### src/common/rmrb_pkg.sv
// Constants, layouts and state carriers of the runtime miscellaneous register bank.
// ====================================================================
package rmrb_pkg;

  // ====================================================================
  // Register offsets and reset values.
  localparam logic [7:0] RMRB_FAN_ONE_COUNT_OFS = 8'h59;
  localparam logic [7:0] RMRB_FAN_TWO_COUNT_OFS = 8'h5A;
  localparam logic [7:0] RMRB_FAN_ONE_START_OFS = 8'h5B;
  localparam logic [7:0] RMRB_FAN_TWO_START_OFS = 8'h5C;
  localparam logic [7:0] RMRB_LAMP_ONE_OFS = 8'h5D;
  localparam logic [7:0] RMRB_LAMP_TWO_OFS = 8'h5E;
  localparam logic [7:0] RMRB_SCAN_OFS = 8'h5F;
  localparam logic [7:0] RMRB_RSVD_LO_OFS = 8'h60;
  localparam logic [7:0] RMRB_RSVD_HI_OFS = 8'h7F;
  localparam logic [7:0] RMRB_REG_RESET = 8'h00;
  localparam logic [1:0] RMRB_SETTLE_PULSES = 2'h2;

  // ====================================================================
  // Lamp control encodings.
  localparam logic [1:0] RMRB_LAMP_OFF = 2'h0;
  localparam logic [1:0] RMRB_LAMP_HALF = 2'h1;
  localparam logic [1:0] RMRB_LAMP_QUARTER = 2'h2;
  localparam logic [1:0] RMRB_LAMP_ON = 2'h3;

  // ====================================================================
  // Timing: clock rate and the half-second blink step.
  localparam longint RMRB_CLK_HZ = 200000000;
  localparam longint RMRB_HALF_SEC_MS = 500;
  localparam int RMRB_HALF_SEC_CYCLES = int'((RMRB_CLK_HZ * RMRB_HALF_SEC_MS) / 1000);
  localparam int RMRB_TACH_TICK_CYCLES = 200;

  // ====================================================================
  // Event pins: index 0..2 standby pins a, b, c; index 3 ring shared pin.
  localparam int RMRB_EVT_PINS = 4;
  localparam logic [3:0] RMRB_WAKE_STS_POR = 4'h7;
  localparam logic [3:0] RMRB_MGMT_STS_POR = 4'h3;
  localparam logic [3:0] RMRB_MISC_STS_POR = 4'h0;

  // ====================================================================
  // Register port request.
  typedef struct packed {
    logic wr;
    logic rd;
    logic [7:0] addr;
    logic [7:0] wdata;
  } rmrb_bus_req_t;

  // Whole state of the bank.
  typedef struct packed {
    logic [7:0] rdata;
    logic [1:0][7:0] start;
    logic [1:0][7:0] cnt;
    logic [1:0][7:0] reading;
    logic [1:0][1:0] settle;
    logic [1:0] tach_prev;
    logic [15:0] tach_div;
    logic [1:0][1:0] lamp_ctl;
    logic [7:0] scan;
    logic [31:0] half_div;
    logic [1:0] phase;
    logic [1:0] lamp;
    logic [3:0] evt_prev;
    logic [3:0] wake_sts;
    logic [3:0] mgmt_sts;
    logic [3:0] misc_sts;
    logic por_pend;
    logic [3:0] gp_level;
    logic [3:0] gp_is_out;
    logic mgmt_o;
    logic mgmt_oe_n;
    logic fdc_o;
    logic fdc_oe_n;
    logic kbc7_a;
    logic kbc7_b;
    logic irtx_en;
  } rmrb_state_t;

endpackage : rmrb_pkg

### src/hw/rmrb_bank.sv
// Runtime miscellaneous register bank: fan start values, lamps, scan code, pin events.
`timescale 1ns/1ps
module rmrb_bank
  import rmrb_pkg::*;
#(
  parameter int HALF_SEC_CYCLES = RMRB_HALF_SEC_CYCLES,
  parameter int TACH_TICK_CYCLES = RMRB_TACH_TICK_CYCLES
) (
  // Clock and reset.
  input wire logic clk_in,
  input wire logic arst_n_in,
  // Register port.
  input wire rmrb_bus_req_t bus_req_in,
  output logic [7:0] bus_rdata_out,
  // Fan tachometers.
  input wire logic [1:0] fan_tach_in,
  output logic [1:0] fan_count_valid_out,
  // Status lamps.
  output logic status_lamp_one_out,
  output logic status_lamp_two_out,
  // Event pins and their configuration.
  input wire logic [3:0] evt_pin_in,
  input wire logic [3:0] evt_invert_in,
  input wire logic [3:0] either_edge_event_in,
  input wire logic [3:0] evt_pin_is_input_in,
  input wire logic [3:0] evt_out_level_in,
  input wire logic [3:0] wake_status_clear_in,
  input wire logic [3:0] mgmt_status_clear_in,
  input wire logic [3:0] misc_status_clear_in,
  output logic [3:0] wake_status_out,
  output logic [3:0] mgmt_status_out,
  output logic [3:0] misc_status_out,
  output logic [3:0] evt_pin_level_out,
  output logic [3:0] evt_pin_is_out_out,
  // Management interrupt pin.
  input wire logic [3:0] mgmt_enable_reg_two_in,
  input wire logic mgmt_global_enable_in,
  input wire logic mgmt_open_drain_in,
  output logic mgmt_interrupt_o_out,
  output logic mgmt_interrupt_oe_n_out,
  // Floppy-shared pin.
  input wire logic fdc_select_in,
  input wire logic drive_density_function_in,
  input wire logic [7:6] floppy_mode_reg_in,
  input wire logic gpio_ctl_bit7_in,
  input wire logic gpio_level_in,
  output logic fdc_pin_o_out,
  output logic fdc_pin_oe_n_out,
  // Alternate function routing.
  input wire logic kbc_port_bit7_sel_a_in,
  input wire logic kbc_port_bit7_sel_b_in,
  input wire logic infrared_loc_mux_in,
  input wire logic infrared_tx_alt_sel_in,
  output logic shared_pin_a_kbc7_out,
  output logic shared_pin_b_kbc7_out,
  output logic infrared_tx_alt_en_out
);

  // ====================================================================
  // Address decode used by the read path only; writes to the reserved range fall to the default.
  function automatic logic is_reserved(input logic [7:0] a);
    is_reserved = (a >= RMRB_RSVD_LO_OFS) && (a <= RMRB_RSVD_HI_OFS);
  endfunction : is_reserved

  // Lamp output for a control code at a given half-second phase.
  function automatic logic lamp_level(input logic [1:0] code, input logic [1:0] ph);
    case (code)
      RMRB_LAMP_OFF: lamp_level = 1'b0;
      RMRB_LAMP_HALF: lamp_level = ~ph[0];
      RMRB_LAMP_QUARTER: lamp_level = (ph == 2'h0);
      RMRB_LAMP_ON: lamp_level = 1'b1;
      default: lamp_level = 1'b0;
    endcase
  endfunction : lamp_level

  rmrb_state_t st;
  rmrb_state_t next_st;
  logic tach_tick;
  logic half_tick;
  logic [3:0] evt_lvl;
  logic [3:0] evt_hit;
  logic mgmt_active;

  // ====================================================================
  // Free-running dividers; both are ticks of the same clock, so lamp phases are
  // exact multiples of the half second with no drift between the two lamps.
  assign tach_tick = (st.tach_div == 16'(TACH_TICK_CYCLES - 1));
  assign half_tick = (st.half_div == 32'(HALF_SEC_CYCLES - 1));

  // Inversion applies only to single-edge detection; either-edge ignores it.
  assign evt_lvl = evt_pin_in ^ (evt_invert_in & ~either_edge_event_in);
  assign evt_hit = either_edge_event_in & (evt_pin_in ^ st.evt_prev)
                 | ~either_edge_event_in & evt_lvl & ~(st.evt_prev ^ (evt_invert_in & ~either_edge_event_in));

  assign mgmt_active = (|(st.mgmt_sts & mgmt_enable_reg_two_in)) & mgmt_global_enable_in;

  // ====================================================================
  // Next-state logic for the whole bank.
  always_comb begin
    next_st = st;
    next_st.tach_div = tach_tick ? 16'h0000 : st.tach_div + 16'h0001;
    next_st.half_div = half_tick ? 32'h0000_0000 : st.half_div + 32'h0000_0001;
    if (half_tick) begin
      next_st.phase = st.phase + 2'h1;
    end

    // Read data stand in the cycle after the strobe only.
    next_st.rdata = 8'h00;
    if (bus_req_in.rd) begin
      case (bus_req_in.addr)
        RMRB_FAN_ONE_COUNT_OFS: next_st.rdata = st.reading[0];
        RMRB_FAN_TWO_COUNT_OFS: next_st.rdata = st.reading[1];
        RMRB_FAN_ONE_START_OFS: next_st.rdata = st.start[0];
        RMRB_FAN_TWO_START_OFS: next_st.rdata = st.start[1];
        RMRB_LAMP_ONE_OFS: next_st.rdata = {6'h00, st.lamp_ctl[0]};
        RMRB_LAMP_TWO_OFS: next_st.rdata = {6'h00, st.lamp_ctl[1]};
        RMRB_SCAN_OFS: next_st.rdata = st.scan;
        default: next_st.rdata = 8'h00;
      endcase
      if (is_reserved(bus_req_in.addr)) begin
        next_st.rdata = 8'h00;
      end
    end

    // Tachometers: count ticks from the start value; each fan pulse latches the
    // final count and restarts from the start value.
    for (int f = 0; f < 2; f++) begin
      next_st.tach_prev[f] = fan_tach_in[f];
      if (tach_tick && st.cnt[f] != 8'hFF) begin
        next_st.cnt[f] = st.cnt[f] + 8'h01;
      end
      if (fan_tach_in[f] && !st.tach_prev[f]) begin
        next_st.reading[f] = st.cnt[f];
        next_st.cnt[f] = st.start[f];
        if (st.settle[f] != 2'h0) begin
          next_st.settle[f] = st.settle[f] - 2'h1;
        end
      end
    end

    // Register writes; a start write restarts the count beside storing it.
    if (bus_req_in.wr) begin
      case (bus_req_in.addr)
        RMRB_FAN_ONE_START_OFS: begin
          next_st.start[0] = bus_req_in.wdata;
          next_st.cnt[0] = bus_req_in.wdata;
          next_st.settle[0] = RMRB_SETTLE_PULSES;
        end
        RMRB_FAN_TWO_START_OFS: begin
          next_st.start[1] = bus_req_in.wdata;
          next_st.cnt[1] = bus_req_in.wdata;
          next_st.settle[1] = RMRB_SETTLE_PULSES;
        end
        RMRB_LAMP_ONE_OFS: next_st.lamp_ctl[0] = bus_req_in.wdata[1:0];
        RMRB_LAMP_TWO_OFS: next_st.lamp_ctl[1] = bus_req_in.wdata[1:0];
        RMRB_SCAN_OFS: next_st.scan = bus_req_in.wdata;
        default: next_st.scan = st.scan;
      endcase
    end

    next_st.lamp[0] = lamp_level(st.lamp_ctl[0], st.phase);
    next_st.lamp[1] = lamp_level(st.lamp_ctl[1], st.phase);

    // Event status: clear first, then set, so a same-cycle event is kept.
    next_st.evt_prev = evt_pin_in;
    next_st.wake_sts = (st.wake_sts & ~wake_status_clear_in) | evt_hit;
    next_st.mgmt_sts = (st.mgmt_sts & ~mgmt_status_clear_in) | evt_hit;
    next_st.misc_sts = (st.misc_sts & ~misc_status_clear_in) | evt_hit;

    // Power-on status only stands for pins that are inputs; the strap-like
    // configuration is looked at once, in the first cycle after release.
    next_st.por_pend = 1'b0;
    if (st.por_pend) begin
      next_st.wake_sts = next_st.wake_sts & (evt_pin_is_input_in | evt_hit);
      next_st.mgmt_sts = next_st.mgmt_sts & (evt_pin_is_input_in | evt_hit);
    end

    // Pins hold output-low until the reset settles, then follow configuration.
    next_st.gp_level = evt_out_level_in;
    next_st.gp_is_out = ~evt_pin_is_input_in;

    // Management pin: active low; open-drain floats when idle.
    next_st.mgmt_o = ~mgmt_active;
    next_st.mgmt_oe_n = mgmt_open_drain_in & ~mgmt_active;

    // Floppy pin: mode bit 6 picks the output type, mode bit 7 inverts the level.
    if (fdc_select_in) begin
      next_st.fdc_o = drive_density_function_in ^ floppy_mode_reg_in[7];
      next_st.fdc_oe_n = floppy_mode_reg_in[6] & next_st.fdc_o;
    end else begin
      next_st.fdc_o = gpio_level_in;
      next_st.fdc_oe_n = gpio_ctl_bit7_in & gpio_level_in;
    end

    next_st.kbc7_b = kbc_port_bit7_sel_b_in;
    next_st.kbc7_a = kbc_port_bit7_sel_a_in & ~kbc_port_bit7_sel_b_in;
    next_st.irtx_en = infrared_tx_alt_sel_in & infrared_loc_mux_in;
  end

  // ====================================================================
  // State register; every field resets to a constant.
  always_ff @(posedge clk_in or negedge arst_n_in) begin
    if (!arst_n_in) begin
      st <= '0;
      st.start <= {RMRB_REG_RESET, RMRB_REG_RESET};
      st.scan <= RMRB_REG_RESET;
      st.wake_sts <= RMRB_WAKE_STS_POR;
      st.mgmt_sts <= RMRB_MGMT_STS_POR;
      st.misc_sts <= RMRB_MISC_STS_POR;
      st.por_pend <= 1'b1;
      st.gp_is_out <= 4'hF;
      st.gp_level <= 4'h0;
      st.mgmt_o <= 1'b1;
      st.mgmt_oe_n <= 1'b1;
      st.fdc_o <= 1'b1;
      st.fdc_oe_n <= 1'b1;
    end else begin
      st <= next_st;
    end
  end

  // ====================================================================
  // Outputs, from flip-flops except the fan valid flags, which are decoded from the settle counters.
  assign bus_rdata_out = st.rdata;
  assign fan_count_valid_out = {st.settle[1] == 2'h0, st.settle[0] == 2'h0};
  assign status_lamp_one_out = st.lamp[0];
  assign status_lamp_two_out = st.lamp[1];
  assign wake_status_out = st.wake_sts;
  assign mgmt_status_out = st.mgmt_sts;
  assign misc_status_out = st.misc_sts;
  assign evt_pin_level_out = st.gp_level;
  assign evt_pin_is_out_out = st.gp_is_out;
  assign mgmt_interrupt_o_out = st.mgmt_o;
  assign mgmt_interrupt_oe_n_out = st.mgmt_oe_n;
  assign fdc_pin_o_out = st.fdc_o;
  assign fdc_pin_oe_n_out = st.fdc_oe_n;
  assign shared_pin_a_kbc7_out = st.kbc7_a;
  assign shared_pin_b_kbc7_out = st.kbc7_b;
  assign infrared_tx_alt_en_out = st.irtx_en;
endmodule : rmrb_bank

### config.mk
export PLATFORM = sky130hd
export DESIGN_NAME = rmrb_bank
export DESIGN_NICKNAME = d
export VERILOG_FILES = /design/src/common/rmrb_pkg.sv /design/src/hw/rmrb_bank.sv
export SDC_FILE = /design/constraint.sdc
export NUM_CORES = 1
export LEC_CHECK = 0
export BUFFER_PORTS_ARGS = -buffer_cell sky130_fd_sc_hd__buf_4
export CAP_MARGIN = 15
export CORE_UTILIZATION = 64
export CTS_BUF_LIST = sky130_fd_sc_hd__clkbuf_2 sky130_fd_sc_hd__clkbuf_4 sky130_fd_sc_hd__clkbuf_8
export CTS_CLUSTER_DIAMETER = 40
export DETAILED_ROUTE_END_ITERATION = 10
export PLACE_DENSITY = 0.88
export SYNTH_ARGS = -nofsm -noshare
export SYNTH_HDL_FRONTEND = slang
export SYNTH_SLANG_ARGS = --single-unit
### constraint.sdc
create_clock -name clk_in -period 3 [get_ports clk_in]
set_input_delay 0.15 -clock clk_in [delete_from_list [all_inputs] [get_ports clk_in]]
set_output_delay 0.15 -clock clk_in [all_outputs]
set_load 0.02 [all_outputs]
==> metrics.txt, run 1 <==
status=complete, no violations; main area contributors after synthesis=dfrtp_1 48%, nand2_1 6.4%, dfstp_2 4.9%, buf_4 3.2%, mux2_2 2.8%; Clk pin slew, worst setup/hold paths=0.08 ns; Fin Clk Skew=0.0125 ns; most frequent cells in the layout=144 x dfrtp_1, 130 x nand2_1, 110 x buf_4; critical path type=flip-flop to flip-flop; Design Power=4650 uW; core box area=~11000 um2; Slew @ Worst Pin=0.830 ns; Area growth syn-to-layout=21.1%; # diodes=0; Max-Cap Viols=0; Via density=6.01; Residual DRC=0; setup repair after global routing missed its margin=false; DP Area=8270 um2; Netlist Area Pre-Place=7580 um2; Max clock buf depth=2; CTS tree=built; fin crit share=0.732; post-cts sizing count=0; Vias=6099; Die ar.=12300 um2; Initial Util=0.661; post-synthesis sequential area ratio=0.524; WL final=18500 um; leak pwr=0.00435 uW; I/O pin cnt=around 110; Setup crit start kind=flip-flop; CP cell instances=ha_1, and3_1, nand4_4, or4_1, o211ai_1, a21oi_1; most common cell after layout, fill and taps aside=dfrtp_1; Synth cell types=between 60 and 70; Worst-Skew Late Latency=around 0.46 ns; slowest cell delay on critical path=0.61 ns; Chip Height=111 um; EDFF count, synth=0; critical path required time=around 3.3 ns; WL per Instance=18.2 um; FFs w/ async S/R, synth=1.00; Avg Cell Area, Syn=10.3 um2; CP delay by family, top=simple AND/OR/NAND/NOR gates; fmax=0.456 GHz; initial DRC count=550; minimum clock period=2.19 ns; gr usage total=0.314; GR peak layer=met2; PortBufs=108; number of synthesized register bits=158; grt total ovfl=0; CTS buffer count=17; Nets=934; Cell Count, Final, Fillers Out=1015; Mapped Nets=812; first-pass GRT wire length=between 30000 and 40000 um; VDD IR max=0.000417 V; met3 GRT Util=0.0820; dpl cells=939; YS warnings=0; Hold Vio Cnt, Final=0; largest net degree at the start of global routing=103; layout cells sized above 1=0.250; crit end category=flip-flop; pwr dens=507 nW/um2; Max Fanout on Critical Path=18; Setup Buffers After CTS=0; final setup fails=0; CP max stage cell=or4_1; predominant post-synthesis flop cell=dfrtp_1; Slew HR=0.446; Yosys top cell by area=dfrtp_1; chip width=111 um; Placement Rows=39; Synth top area share=0.475; met2 GRT Util=0.531; Util after Layout=0.801; antenna violations before repair=0; Buf+Inv Stages, Crit Path=0; Sink Count=between 150 and 200; worst hold path class=input port to flip-flop; grt met1 use=0.375; Worst EP arrival=about 2.5 ns; DRT antenna net count=0; setup_tns=0 ns; drt pass-1 iters=6; cell area after layout=9180 um2; H-tree depth=4; Final Max Slew Viols=0; GP Congestion=0.893; root buffer cell=clkbuf_8; post-synthesis instance total=737; post-DP HPWL=11800 um; vias in the first global route=6201
## where the power goes
group,internal [uW],total (uW),leakage (uW),switching [uW]
Clock,1060,1840,0.000237,774
Sequential,2240,2320,0.00203,80.7
Combinational,243,499,0.00208,256
Total,3540,4650,0.00435,1110
## kinds of logic (layout without fill, tap and decap cells)
logic type      after synthesis  in the layout  share of synthesized area
xor+xnor                     43             43                     0.0497
other cells                   1              1                   0.000495
simple gates                315            315                      0.215
compound gates               99             99                     0.0870
flops                       158            158                      0.524
fa+ha+maj                     5              5                    0.00825
mux                          34             34                     0.0560
buf+inv                      82            217                     0.0596
## cell usage after synthesis (3+ instances only)
| master | instances |
|---|---|
| and3_1 | 8 |
| a22oi_1 | 10 |
| ha_1 | 5 |
| xnor2_1 | 20 |
| xor2_1 | 23 |
| a21oi_1 | 22 |
| buf_2 | 7 |
| o21ai_0 | 27 |
| nor4b_1 | 3 |
| mux2_2 | 19 |
| mux2_4 | 7 |
| nor3_1 | 17 |
| mux2i_1 | 6 |
| o21ai_1 | 3 |
| a31o_2 | 8 |
| nor2_1 | 54 |
| nor3_2 | 5 |
| clkbuf_1 | 11 |
| nand4_1 | 13 |
| and4_1 | 8 |
| dfrtp_1 | 144 |
| buf_4 | 32 |
| a221oi_1 | 6 |
| nor2b_1 | 6 |
| a21o_1 | 5 |
| nand2_1 | 130 |
| nand2b_1 | 4 |
| nor4_4 | 4 |
| inv_1 | 29 |
| or3_1 | 5 |
| nand3_1 | 34 |
| and2_1 | 6 |
| o211ai_1 | 3 |
| dfstp_2 | 14 |
## final timing paths
path	to	slack, ns	startpoint	cells after the start
max	st[124]	0.81	st[80]	6
min	mgmt_status_out[2]	0.05	mgmt_status_clear_in[2]	3
max reg2reg	st[124]	0.81	st[80]	6
min reg2reg	st[108]	0.48	st[108]	2
max in group asynchronous	st[55]	1.85	arst_n_in	3
min in group asynchronous	st[88]	0.22	arst_n_in	2
## area by class of cell
cell class	count	area (um2)
clock buffers	22	284
clock inverters	10	185
fillers	680	2280
inverters	29	109
multi-input cells	497	3160
flip-flops and latches	158	3970
well taps	143	179
repair buffers	156	1300
## registers in the layout (all words and copies together), names as in the netlist, 4 cells and up
signal,flops
evt_pin_level_out,4
misc_status_out,4
bus_rdata_out,8
mgmt_status_out,4
st,121
evt_pin_is_out_out,4
wake_status_out,4
## metal layers
layer  up-vias  routed length [um]
met5         -                   0
met4         0                 667
met3        59                1200
met2       301                9330
met1      2986                7290
li1       2753                   -
## through the flow
step	hold WS [ns]	setup slack, ns
5_1_grt	0.0116	0.672
2_1_floorplan	-0.146	1.17
6_report	0.0483	0.805
3_3_place_gp	0.136	0.811
4_1_cts	0.00233	0.812
3_5_place_dp	0.149	0.712
## timing repair
| item | in CTS | in global routing |
|---|---|---|
| endpoints found under the hold margin | 124 | 1 |
| hold buffers | 43 | 1 |
| setup endpoints to repair | 0 | 0 |
## worst register-to-register path: stages, from the launching register on
cell	delay, ns
dfrtp_1	0.40
ha_1	0.29
and3_1	0.26
nand4_4	0.32
or4_1	0.62
o211ai_1	0.11
a21oi_1	0.08
(Power assumes the default switching activity.)
==> run 2, diff against run 1 <==
CORE_UTILIZATION = 54   (was 64)
PLACE_DENSITY = 0.79   (was 0.88)
clock period = 1.81 ns   (was 3 ns; I/O delays follow)
==> metrics.txt, run 2 (synthesis gave the netlist of run 1 again) <==
status=complete, but fails checks; failing checks=setup timing; Clk pin slew, worst setup/hold paths=0.08 ns; fin crit share=1.05; fmax=0.524 GHz; post-DP HPWL=12500 um; largest net degree at the start of global routing=55; reg2reg start=st[92]; Worst EP arrival=2.24 ns; dpl cells=1045; worst hold path class=input port to flip-flop; setup_tns=-0.407 ns; Largest register FFs=121; Vias=6303; vias in the first global route=6215; Initial Util=0.564; WL per Instance=16.5 um; CTS tree=built; Max-Cap Viols=0; CTS buffer count=17; Worst-Skew Late Latency=0.46 ns; Hold Vio Cnt, Final=0; initial DRC count=627; leak pwr=approximately 0.0048 uW; I/O pin cnt=109; most frequent cells in the layout=187 x buf_4, 144 x dfrtp_1, 129 x nand2_1; Critical Path Start=st[92]; gr usage total=0.270; most flop-heavy register=st; worst setup margin=-0.0983 ns; Chip Height=120 um; Die ar.=14500 um2; crit end category=flip-flop; Slew @ Worst Pin=0.833 ns; Cell Count, Final, Fillers Out=1135; Area growth syn-to-layout=31.8%; Final Max Slew Viols=0; antenna violations before repair=0; grt total ovfl=0; Setup crit start kind=flip-flop; # diodes=0; Fin Clk Skew=between 0.01 and 0.015 ns; layout cells sized above 1=0.333; minimum clock period=1.91 ns; first-pass GRT wire length=30400 um; DP Area=8880 um2; Placement Rows=42; final setup fails=12; Residual DRC=0; most common cell after layout, fill and taps aside=buf_4; Nets=between 1k and 1.5k; Max clock buf depth=2; GP Congestion=0.902; Slew HR=0.441; CP max stage cell=or4_1; critical path type=flip-flop to flip-flop; Sink Count=158; drt pass-1 iters=5; critical path required time=2.14 ns; hold wc startpoint=bus_req_in[9]; slowest cell delay on critical path=0.46 ns; WL final=around 19000 um; cell area after layout=9990 um2; register area=3970 um2; VDD IR max=0.000464 V; chip width=approximately 120 um; Max Fanout on Critical Path=6; Place WS=-0.120 ns; fillers=898; PortBufs=108; Util after Layout=0.743; root buffer cell=clkbuf_8; pwr dens=~750 nW/um2; CP cell instances=nor4_4, buf_6, nand4_4, or4_1, o211ai_1, a21oi_1; Via density=5.55; core box area=13500 um2; multi-input logic area=3270 um2; H-tree depth=4; setup repair after global routing missed its margin=true; DRT antenna net count=0
[run 2: changes by cell type in the layout (fill, tap and decap cells not counted), moves of 3 or more]
| cell | change |
|---|---|
| buf_4 | +77 |
| o21ai_0 | -6 |
| o21ai_2 | +3 |
| o21ai_1 | +3 |
| buf_6 | +5 |
| dlygate4sd3_1 | +3 |
| nor2_1 | -4 |
| nor3_4 | +3 |
[run 2: where the power goes]
group | switching [uW] | internal [uW]
Clock | 1280 | 1480
Combinational | 439 | 451
Sequential | 108 | 3710
Total | 1830 | 5630
[run 2: path summary, 6_finish.rpt]
| check | endpoint | depth (start not counted) | slack (ns) |
|---|---|---|---|
| worst max-delay path | st[124] | 6 | -0.1 |
| worst min-delay path | st[126] | 3 | 0.06 |
| worst max register to register | st[124] | 6 | -0.1 |
| worst min register to register | st[109] | 2 | 0.48 |
| max in group asynchronous | fdc_pin_oe_n_out | 3 | 0.98 |
| min in group asynchronous | st[82] | 2 | 0.13 |
[run 2: layer usage]
layer  track usage  up-vias  part of all wire
met1         0.362     3089              0.44
li1              -     2942                 -
met3        0.0571       40             0.061
met5             0        -                 0
met4         0.106        0             0.025
met2         0.433      232              0.47
[run 2: repair_timing]
action	CTS	global route
setup endpoints to repair	16	38
resized for setup	16	23
buffers inserted	5	6
gates cloned	1	0
hold buffers	47	0
pin swaps	20	19
hold endpoints to repair	169	0
[run 2: area by class of cell]
| cell class | count | share of cell area |
|---|---|---|
| inverter | 29 | 0.0109 |
| sequential | 158 | 0.397 |
| tap | 176 | 0.0220 |
| clock buffer | 21 | 0.0283 |
| clock inverter | 10 | 0.0138 |
| timing repair buffer | 243 | 0.200 |
| multi-input combinational | 498 | 0.328 |
[run 2: per-stage QoR]
step	hold slack, ns	total power, uW
6_report	0.0627	7460
5_1_grt	0.0697	7740
4_1_cts	0.0463	7480
3_5_place_dp	0.0774	4660
3_3_place_gp	0.0734	4630
2_1_floorplan	-0.205	4280
[run 2: critical path: cells and delay by family, from the launching register on]
kind	cells	cell delay, ns
AO/OA/AOI/OAI	2	0.26
flip-flops	1	0.42
AND/OR/NAND/NOR	3	0.94
buffers and inverters	1	0.17
